<file path="src/include/isu_pkg.sv">
// Constants for the upper interrupt status flag logic.
// Assumes a single 200 MHz core clock and a synchronous active-low reset.
package isu_pkg;
   // ==========================================================
   // Register map
   // ==========================================================
   // Byte-free register index of the interrupt status register.
   localparam logic [7:0]  STATUS_OFFSET     = 8'h24;
   // Reset value of the upper status field.
   localparam logic [15:0] STATUS_RESET      = 16'h0000;
   // Field positions inside the status word.
   localparam int          BIT_UNLOCK        = 15;
   localparam int          BIT_MUX14         = 14;
   localparam int          BIT_MUX13         = 13;
   localparam int          BIT_WORD_ERR      = 12;
   localparam int          BIT_RESERVED      = 11;
   // Depth of the status word buffer towards the host.
   localparam int          BUF_DEPTH         = 2;
   // Direction of a stream session.
   typedef enum logic {ISU_DIR_RX, ISU_DIR_TX} isu_dir_t;
endpackage : isu_pkg

</file>
<file path="src/rtl/isu_status.sv">
// Upper status flags (bits 15..11) of the interrupt status register.
// Assumes all event inputs are single-cycle pulses on clk_i except the
// oscillator lock level, which comes from the analogue domain.
`timescale 1ns/1ps
`default_nettype none

module isu_status
   import isu_pkg::*;
(
   input  wire logic        clk_i,             // Core clock, 200 MHz.
   input  wire logic        nrst_i,            // Synchronous reset, active low.
   input  wire logic        use_strm_mode_i,   // Stream mode select.
   input  wire logic        unlock_irq_en_i,   // Unlock interrupt enable.
   input  wire logic        first_local_oscillator_unlocked_i, // Out of lock, async.
   input  wire logic        ram_addr_ovf_i,    // Recursive access ran past top.
   input  wire logic        ram_collide_i,     // RAM access during busy radio.
   input  wire logic        strm_tx_done_i,    // Stream transmit back in idle.
   input  wire logic        strm_rx_done_i,    // Stream receive back in idle.
   input  wire isu_dir_t    strm_dir_i,        // Direction of stream session.
   input  wire logic        rx_word_new_i,     // New receive word presented.
   input  wire logic        rx_word_read_i,    // Host read the receive word.
   input  wire logic        tx_word_done_i,    // Transmit word finished.
   input  wire logic        tx_word_wr_i,      // Host wrote next transmit word.
   input  wire logic        rd_req_valid_i,    // Host read of status register.
   output logic             rd_req_ready_o,    // Read request accepted.
   output logic             rd_data_valid_o,   // Read data available.
   input  wire logic        rd_data_ready_i,   // Host takes read data.
   output logic [15:0]      rd_data_o,         // Status word, upper field.
   output logic             irq_o,             // Interrupt request.
   output logic             abort_op_o         // Abort any active operation.
);

   // ==========================================================
   // Lock level synchroniser
   // ==========================================================
   // Three stages; the level changes once stages two and three agree.
   logic [2:0] lock_sync_reg;
   logic       unlocked_reg;

   // Shift the raw level in.
   always_ff @(posedge clk_i) begin
      if (!nrst_i) begin
         lock_sync_reg <= 3'h0;
      end else begin
         lock_sync_reg <= {lock_sync_reg[1:0], first_local_oscillator_unlocked_i};
      end
   end

   // Accept a new level only when the last two stages agree.
   always_ff @(posedge clk_i) begin
      if (!nrst_i) begin
         unlocked_reg <= 1'h0;
      end else if (lock_sync_reg[1] == lock_sync_reg[2]) begin
         unlocked_reg <= lock_sync_reg[2];
      end
   end

   // ==========================================================
   // Word pending trackers
   // ==========================================================
   logic rx_pending_reg;   // Receive word waits for the host.
   logic tx_loaded_reg;    // Next transmit word has been written.
   logic rx_overrun;       // New word lands on an unread one.
   logic tx_underrun;      // Word finishes with no successor.

   assign rx_overrun  = (strm_dir_i == ISU_DIR_RX) && rx_word_new_i && rx_pending_reg
                        && !rx_word_read_i;
   assign tx_underrun = (strm_dir_i == ISU_DIR_TX) && tx_word_done_i && !tx_loaded_reg
                        && !tx_word_wr_i;

   // Track whether the presented receive word has been read.
   always_ff @(posedge clk_i) begin
      if (!nrst_i) begin
         rx_pending_reg <= 1'h0;
      end else if (rx_word_new_i) begin
         rx_pending_reg <= 1'h1;
      end else if (rx_word_read_i) begin
         rx_pending_reg <= 1'h0;
      end
   end

   // Track whether the host has supplied the next transmit word.
   always_ff @(posedge clk_i) begin
      if (!nrst_i) begin
         tx_loaded_reg <= 1'h0;
      end else if (tx_word_wr_i) begin
         tx_loaded_reg <= 1'h1;
      end else if (tx_word_done_i) begin
         tx_loaded_reg <= 1'h0;
      end
   end

   // ==========================================================
   // Sticky flags
   // ==========================================================
   logic unlock_flag_reg;   // Bit 15.
   logic mux14_reg;         // Bit 14.
   logic mux13_reg;         // Bit 13.
   logic word_err_reg;      // Bit 12.
   logic set14;
   logic set13;
   logic set12;
   logic rd_take;           // A status read is taken this cycle.

   assign set14 = use_strm_mode_i ? strm_tx_done_i : ram_addr_ovf_i;
   assign set13 = use_strm_mode_i ? strm_rx_done_i : ram_collide_i;
   assign set12 = use_strm_mode_i && (rx_overrun || tx_underrun);

   // Unlock flag follows the lock level, held until read.
   always_ff @(posedge clk_i) begin
      if (!nrst_i) begin
         unlock_flag_reg <= 1'h0;
      end else if (unlocked_reg) begin
         unlock_flag_reg <= 1'h1;
      end else if (rd_take) begin
         unlock_flag_reg <= 1'h0;
      end
   end

   // A set in the clearing cycle wins.
   always_ff @(posedge clk_i) begin
      if (!nrst_i) begin
         mux14_reg    <= 1'h0;
         mux13_reg    <= 1'h0;
         word_err_reg <= 1'h0;
      end else begin
         mux14_reg    <= set14 | (mux14_reg & ~rd_take);
         mux13_reg    <= set13 | (mux13_reg & ~rd_take);
         word_err_reg <= set12 | (word_err_reg & ~rd_take);
      end
   end

   // Request while unlock flag stands and the unlock interrupt is enabled; abort while the flag stands.
   assign irq_o      = unlock_flag_reg & unlock_irq_en_i;
   assign abort_op_o = unlock_flag_reg;

   // ==========================================================
   // Two-entry read buffer
   // ==========================================================
   logic [15:0] buf_mem [BUF_DEPTH];   // Captured status words.
   logic        wr_ptr_reg;            // Next slot to fill.
   logic        rd_ptr_reg;            // Next slot to drain.
   logic [1:0]  count_reg;             // Words held.
   logic        rd_give;               // Host drains a word.
   logic [15:0] snap;                  // Status word being captured.

   assign rd_req_ready_o  = (count_reg != 2'h2);
   assign rd_take         = rd_req_valid_i && rd_req_ready_o;
   assign rd_data_valid_o = (count_reg != 2'h0);
   assign rd_give         = rd_data_valid_o && rd_data_ready_i;
   assign rd_data_o       = buf_mem[rd_ptr_reg];

   // Reserved bit and lower field read as zero.
   always_comb begin
      snap               = STATUS_RESET;
      snap[BIT_UNLOCK]   = unlock_flag_reg;
      snap[BIT_MUX14]    = mux14_reg;
      snap[BIT_MUX13]    = mux13_reg;
      snap[BIT_WORD_ERR] = word_err_reg;
   end

   // Store a snapshot on each accepted read.
   always_ff @(posedge clk_i) begin
      if (!nrst_i) begin
         buf_mem[0] <= STATUS_RESET;
         buf_mem[1] <= STATUS_RESET;
      end else if (rd_take) begin
         buf_mem[wr_ptr_reg] <= snap;
      end
   end

   // Pointer and fill bookkeeping.
   always_ff @(posedge clk_i) begin
      if (!nrst_i) begin
         wr_ptr_reg <= 1'h0;
         rd_ptr_reg <= 1'h0;
         count_reg  <= 2'h0;
      end else begin
         if (rd_take) begin
            wr_ptr_reg <= ~wr_ptr_reg;
         end
         if (rd_give) begin
            rd_ptr_reg <= ~rd_ptr_reg;
         end
         count_reg <= count_reg + {1'b0, rd_take} - {1'b0, rd_give};
      end
   end

   // ==========================================================
   // Checks
   // ==========================================================
   property p_unlock_follows;
      @(posedge clk_i) disable iff (!nrst_i)
      unlocked_reg |=> unlock_flag_reg;
   endproperty
   a_unlock_follows: assert property (p_unlock_follows) else $error("unlock flag missed");

   property p_irq_abort;
      @(posedge clk_i) disable iff (!nrst_i)
      unlocked_reg |=> (abort_op_o && (irq_o == unlock_irq_en_i));
   endproperty
   a_irq_abort: assert property (p_irq_abort) else $error("unlock request missing");

   property p_ovf;
      @(posedge clk_i) disable iff (!nrst_i)
      (!use_strm_mode_i && ram_addr_ovf_i) |=> mux14_reg;
   endproperty
   a_ovf: assert property (p_ovf) else $error("overflow flag missed");

   property p_txdone;
      @(posedge clk_i) disable iff (!nrst_i)
      (use_strm_mode_i && strm_tx_done_i) |=> mux14_reg;
   endproperty
   a_txdone: assert property (p_txdone) else $error("tx done flag missed");

   property p_coll;
      @(posedge clk_i) disable iff (!nrst_i)
      (!use_strm_mode_i && ram_collide_i) |=> mux13_reg;
   endproperty
   a_coll: assert property (p_coll) else $error("collision flag missed");

   property p_rxdone;
      @(posedge clk_i) disable iff (!nrst_i)
      (use_strm_mode_i && strm_rx_done_i) |=> mux13_reg;
   endproperty
   a_rxdone: assert property (p_rxdone) else $error("rx done flag missed");

   property p_rx_overrun;
      @(posedge clk_i) disable iff (!nrst_i)
      (use_strm_mode_i && rx_overrun) |=> word_err_reg;
   endproperty
   a_rx_overrun: assert property (p_rx_overrun) else $error("overrun missed");

   property p_tx_underrun;
      @(posedge clk_i) disable iff (!nrst_i)
      (use_strm_mode_i && tx_underrun) |=> word_err_reg;
   endproperty
   a_tx_underrun: assert property (p_tx_underrun) else $error("underrun missed");

   property p_read_clears;
      @(posedge clk_i) disable iff (!nrst_i)
      (rd_take && !set12) |=> !word_err_reg;
   endproperty
   a_read_clears: assert property (p_read_clears) else $error("read did not clear");

   property p_set_wins;
      @(posedge clk_i) disable iff (!nrst_i)
      (rd_take && set14) |=> mux14_reg;
   endproperty
   a_set_wins: assert property (p_set_wins) else $error("event lost on clear");

   c_read: cover property (@(posedge clk_i) disable iff (!nrst_i) rd_take ##1 rd_give);
   c_full: cover property (@(posedge clk_i) disable iff (!nrst_i) count_reg == 2'h2);
   c_irq:  cover property (@(posedge clk_i) disable iff (!nrst_i) $rose(irq_o));
   c_err:  cover property (@(posedge clk_i) disable iff (!nrst_i) set12);

endmodule : isu_status

`default_nettype wire

</file>
<file path="config.mk">
export PLATFORM = sky130hd
export DESIGN_NAME = isu_status
export DESIGN_NICKNAME = d
export VERILOG_FILES = /design/src/include/isu_pkg.sv /design/src/rtl/isu_status.sv
export SDC_FILE = /design/constraint.sdc
export NUM_CORES = 1
export LEC_CHECK = 0
export ABC_AREA = 1
export BUFFER_PORTS_ARGS = -buffer_cell sky130_fd_sc_hd__buf_2
export CAP_MARGIN = 10
export CORE_UTILIZATION = 50
export CTS_CLUSTER_SIZE = 40
export DETAILED_ROUTE_END_ITERATION = 6
export PLACE_DENSITY = 0.79
export RECOVER_POWER = 100
export SLEW_MARGIN = 20
export SYNTH_ARGS = -nofsm -noshare
export SYNTH_HDL_FRONTEND = slang
export SYNTH_SLANG_ARGS = --single-unit
</file>
<file path="constraint.sdc">
create_clock -name clk_i -period 3.2 [get_ports clk_i]
set_clock_uncertainty 0.05 [all_clocks]
set_input_delay 0.32 -clock clk_i [delete_from_list [all_inputs] [get_ports clk_i]]
set_output_delay 0.32 -clock clk_i [all_outputs]
set_load 0.005 [all_outputs]
</file>
Word level (Yosys, flattened, before mapping)
Memories as Yosys holds them, arrays and structs flattened. A register that Yosys moved wholly into a read port is not among the register bits. Index checks and enable logic that the tools add are counted.

Register bits after elaboration: 14. Memory bits (writable): 8. Memories kept: 1. Output and inout bits: 20. ROM bits: 0. Latch bits: 0. Word-level logic and storage cells: 62. Input port bits: 16.

Memories: buf_mem (depth 2, bits a word 4, rd ports 1, clocked after Yosys merged registers in 1, wr ports 2, line isu_status.sv:140) `logic [15:0] buf_mem [BUF_DEPTH];`.

Multiplexer cells: 17. Bitwise gates (word level): 11. Order comparisons: 0. Shift operators: 0. Equal/unequal tests: 2. Add/subtract/negate cells: 2. Reduce and logical (&&, ||, !) cells: 18. Divide/modulo/power cells: 0. Multipliers: 0.

Operators with widths (count): 2-to-1 mux 1 bit (16); logical AND 1 bit (9); nonzero test 2 bit (4); AND 1 bit (4); 2-to-1 mux 4 bit (1); inverter 1 bit (4); OR reduction 4 bit (1); logical NOT 1 bit (3); bitwise OR 1 bit (3); adder 2 x 1 -> 2 bit (1); != test 2 bit, second input constant (1); subtractor 2 x 1 -> 2 bit (1); == test 1 bit (1); logical OR 1 bit (1).

Logic depth before layout (Yosys ltp)
Depth after elaboration: 7. Mapped depth: 11. Mapped depth without buffers: 11.

Worst setup path before layout
No wires, ideal clock.

Path kind: register to register. From: register count_reg[1]. To: register count_reg[1]. Cell stages (with the launch flop): 12. Arrival time: 1289 ps. Path slack: 1748 ps. Clock period less this slack: 1452 ps. Required time: 3037 ps. Path buffers: 0. Cell sequence: dfxtp_1 > inv_1 > nand2_2 > nand2_2 > inv_1 > ha_1 > inv_1 > ha_1 > xor2_1 > nand2_1 > nand2_1 > nor2_1.

RTL lines: start: declaration (line isu_status.sv:143) `logic [1:0] count_reg;`; start signal: assignment (line isu_status.sv:185) `count_reg <= count_reg + {1'b0, rd_take} - {1'b0, rd_give};`; nonzero test 2 bit (line isu_status.sv:149) `assign rd_data_valid_o = (count_reg != 2'h0);`; net rd_data_valid_o (line isu_status.sv:26) `output logic rd_data_valid_o,`; logical AND 1 bit (line isu_status.sv:150) `assign rd_give = rd_data_valid_o && rd_data_ready_i;`; net rd_give (line isu_status.sv:144) `logic rd_give;`; subtractor 2 x 1 -> 2 bit (line isu_status.sv:185).

The timed path passes the listed nets, and every way through them passes these cells. A chain may end at the register's enable or synchronous reset.

Worst setup path in the final report
From: register count_reg[1]. To: register count_reg[1].

RTL lines (line): nonzero test 2 bit (isu_status.sv:149); logical AND 1 bit (isu_status.sv:150); net rd_give (isu_status.sv:144); subtractor 2 x 1 -> 2 bit (isu_status.sv:185).

The timed path passes the listed nets, and every way through them passes these cells.

==> results.sh <==
export IMPL_post_cts_resized=0
export IMPL_routed_wl_mm=1.60
export IMPL_cp_required_ns=3.36
export IMPL_vias=777
export IMPL_drc=0
export IMPL_htreeDepth=1
export IMPL_synth_top_family_by_area="simple AND/OR/NAND/NOR gates"
export IMPL_switchingPower_mw=0.193
export IMPL_yosysUniqueCellTypes=19
export IMPL_antenna_found_initial=0
export IMPL_cts_tree="built"
export IMPL_clock_sinks=23
export IMPL_ant_nets=0
export IMPL_endpoint_kind="register"
export IMPL_setup_worst_path_start_class="register"
export IMPL_setup_violations=0
export IMPL_p_leak_nw=0.612
export IMPL_cp_max_fo=4
export IMPL_firstDrtPassIters=4
export IMPL_design_core_area_um2=2000
export IMPL_comb_power_share_pct=25.1
export IMPL_postSynthCellCount=123
export IMPL_pwr_share_clk_pct=19.7
export IMPL_fillCellCount=203
export IMPL_finalMaxSlewViolations=0
export IMPL_clk_latency_ns=0.30
export IMPL_place_gp_congestion=0.774
export IMPL_placement_io_buffers=23
export IMPL_synth_fa_ha_area_share_pct=2.32
export IMPL_whs_ns=0.139
export IMPL_globalRouteTotalUtil_pct=14.2
export IMPL_rows=16
export IMPL_muxShareOfSynthArea_pct=4.18
export IMPL_ios=36
export IMPL_fin_crit_sh_pct=50.2
export IMPL_hold_path_class="in2reg"
export IMPL_powerDensity_nw_per_um2=567
export IMPL_period_needed_ns=1.61
export IMPL_area_growth_pct=7.90
export IMPL_routedWlPerCell_um=9.11
export IMPL_cts_buffers=3
export IMPL_root_buffer="clkbuf_4"
export IMPL_cts_setup_buffers=0
export IMPL_die_area_um2=2340
export IMPL_n_antenna_cell=0
export IMPL_fp_dieH_um=48.4
export IMPL_path_class="reg2reg"
export IMPL_syn_area_um2=1080
export IMPL_dpl_hpwl_mm=1.30
export IMPL_grt_pass1_vias=656
export IMPL_grt_first_pass_wirelength_mm=2.62
export IMPL_drive_gt1_share_pct=20.9
export IMPL_yosys_area_share_xor_xnor_pct=1.63
export IMPL_cp_arrival_ns=1.77
export IMPL_drt_iter0_drc=11
export IMPL_synth_compound_area_share_pct=4.18
export IMPL_tns_ns=0
export IMPL_p_seq_share_pct=55.3
export IMPL_synth_warnings=0
export IMPL_rsz0062_at_grt="false"
export IMPL_initial_core_util_pct=53.8
export IMPL_p_sw_share_pct=29.4
export IMPL_postLayoutCellArea_um2=1160
export IMPL_ys_ff_latch=23
export IMPL_place_area_um2=1170
export IMPL_clock_path_buffers=2
export IMPL_clk_pin_slew_worst_paths_ns=0.12
export IMPL_largest_reg_flops=8
export IMPL_ir_worst_vdd_mv=0.366
export IMPL_die_x_um=48.4
export IMPL_cts_hold_buf=0
export IMPL_syn_area_per_cell_um2=8.76
export IMPL_nets=167
export IMPL_status="finished clean"
export IMPL_finalHoldViolations=0
export IMPL_fmax_mhz=622
export IMPL_p_int_mw=0.465
export IMPL_overflow=0
export IMPL_grt_max_degree=14
export IMPL_yosys_area_share_simple_pct=20.4
export IMPL_synth_seq_area_share_pct=50.2
export IMPL_via_per_inst=4.44
export IMPL_maxCapViolations=0
-- cells by family after synthesis --
group,count (synthesis)
AOI/OAI and AO/OA,9
xor gates and xnor gates,2
adders and majority gates,2
buffers and inverters,34
DFF,23
muxes,4
other,1
and+or+nand+nor,48
-- power groups by stage --
stage          registers [mW]  logic (mW)  clock network [mW]
2_1_floorplan           0.367       0.140                   0
3_3_place_gp            0.371       0.171                   0
3_5_place_dp            0.373       0.178                   0
4_1_cts                 0.366       0.179               0.133
5_1_grt                 0.367       0.190               0.142
6_report                0.364       0.165               0.129
-- cell usage after synthesis --
master / n / share of area, %
nor2_1: 21 / 7.3
mux2_2: 4 / 4.2
nand3_4: 1 / 1.6
ha_1: 2 / 2.3
inv_2: 2 / 0.70
inv_1: 19 / 6.6
nand2_2: 4 / 2.3
edfxtp_1: 8 / 22
xor2_1: 2 / 1.6
buf_6: 1 / 1.0
nand3_1: 1 / 0.46
a21oi_1: 5 / 2.3
o21ai_0: 4 / 1.9
conb_1: 1 / 0.35
dfxtp_1: 15 / 28
nor2_4: 1 / 1.0
nand2_4: 1 / 1.0
buf_4: 12 / 8.4
nand2_1: 19 / 6.6
-- per-layer routing --
layer | wire length [µm] | global-route usage, % | vias up
met4 | 0 | 1.47 | 0
met1 | 665 | 16.2 | 355
met2 | 849 | 26.3 | 21
met3 | 80 | 4.72 | 0
li1 | - | - | 401
met5 | 0 | 0 | -
-- metrics by stage --
step	instances	total power [mW]	util (%)	worst slack, ns
floorplan	134	0.507	-	1.75
global placement	171	0.541	58.3	1.73
detailed placement	171	0.551	58.3	1.64
CTS	175	0.678	59.6	1.62
global route	175	0.699	58.1	1.41
finish	175	0.659	58.1	1.59
-- worst paths after layout --
| check | startpoint | to | slack [ns] | cells past startpoint |
|---|---|---|---|---|
| worst max-delay path | count_reg[1]$_SDFF_PN0_ | count_reg[1]$_SDFF_PN0_ | 1.59 | 11 |
| worst min-delay path | first_local_oscillator_unlocked_i | lock_sync_reg[0]$_SDFF_PN0_ | 0.14 | 3 |
| worst max register to register | count_reg[1]$_SDFF_PN0_ | count_reg[1]$_SDFF_PN0_ | 1.59 | 11 |
| worst min register to register | lock_sync_reg[0]$_SDFF_PN0_ | lock_sync_reg[1]$_SDFF_PN0_ | 0.38 | 2 |
-- cell type report --
cell class	count	area (µm²)	area share (%)
Clock buffer	4	26.3	2.26
Inverter	21	78.8	6.78
Multi-Input combinational cell	77	370	31.9
Sequential cell	23	541	46.5
Tap cell	27	33.8	2.91
Timing Repair Buffer	23	113	9.69
-- cells in the final DEF (no fill, tap or decap) --
cell and instances:
ha_1 2, nor2_4 1, nor2_1 21, clkbuf_4 3, conb_1 12, clkbuf_1 3
buf_2 21, nand2_2 1, mux2_2 4, o21ai_0 4, xor2_1 2, a21oi_1 5
dfxtp_1 15, edfxtp_1 8, nand2_1 23, inv_1 20, inv_2 1, nand3_1 2
-- critical path, stage by stage (launching register included) --
cell and delay [ns]:
dfxtp_1 0.41, inv_1 0.06, nand2_1 0.08, nand2_1 0.08, inv_1 0.06, ha_1 0.21, inv_1 0.05, ha_1 0.16
xor2_1 0.19, nand2_1 0.07, nand2_1 0.06, nor2_1 0.04
Power figures use the tool's default switching activity.
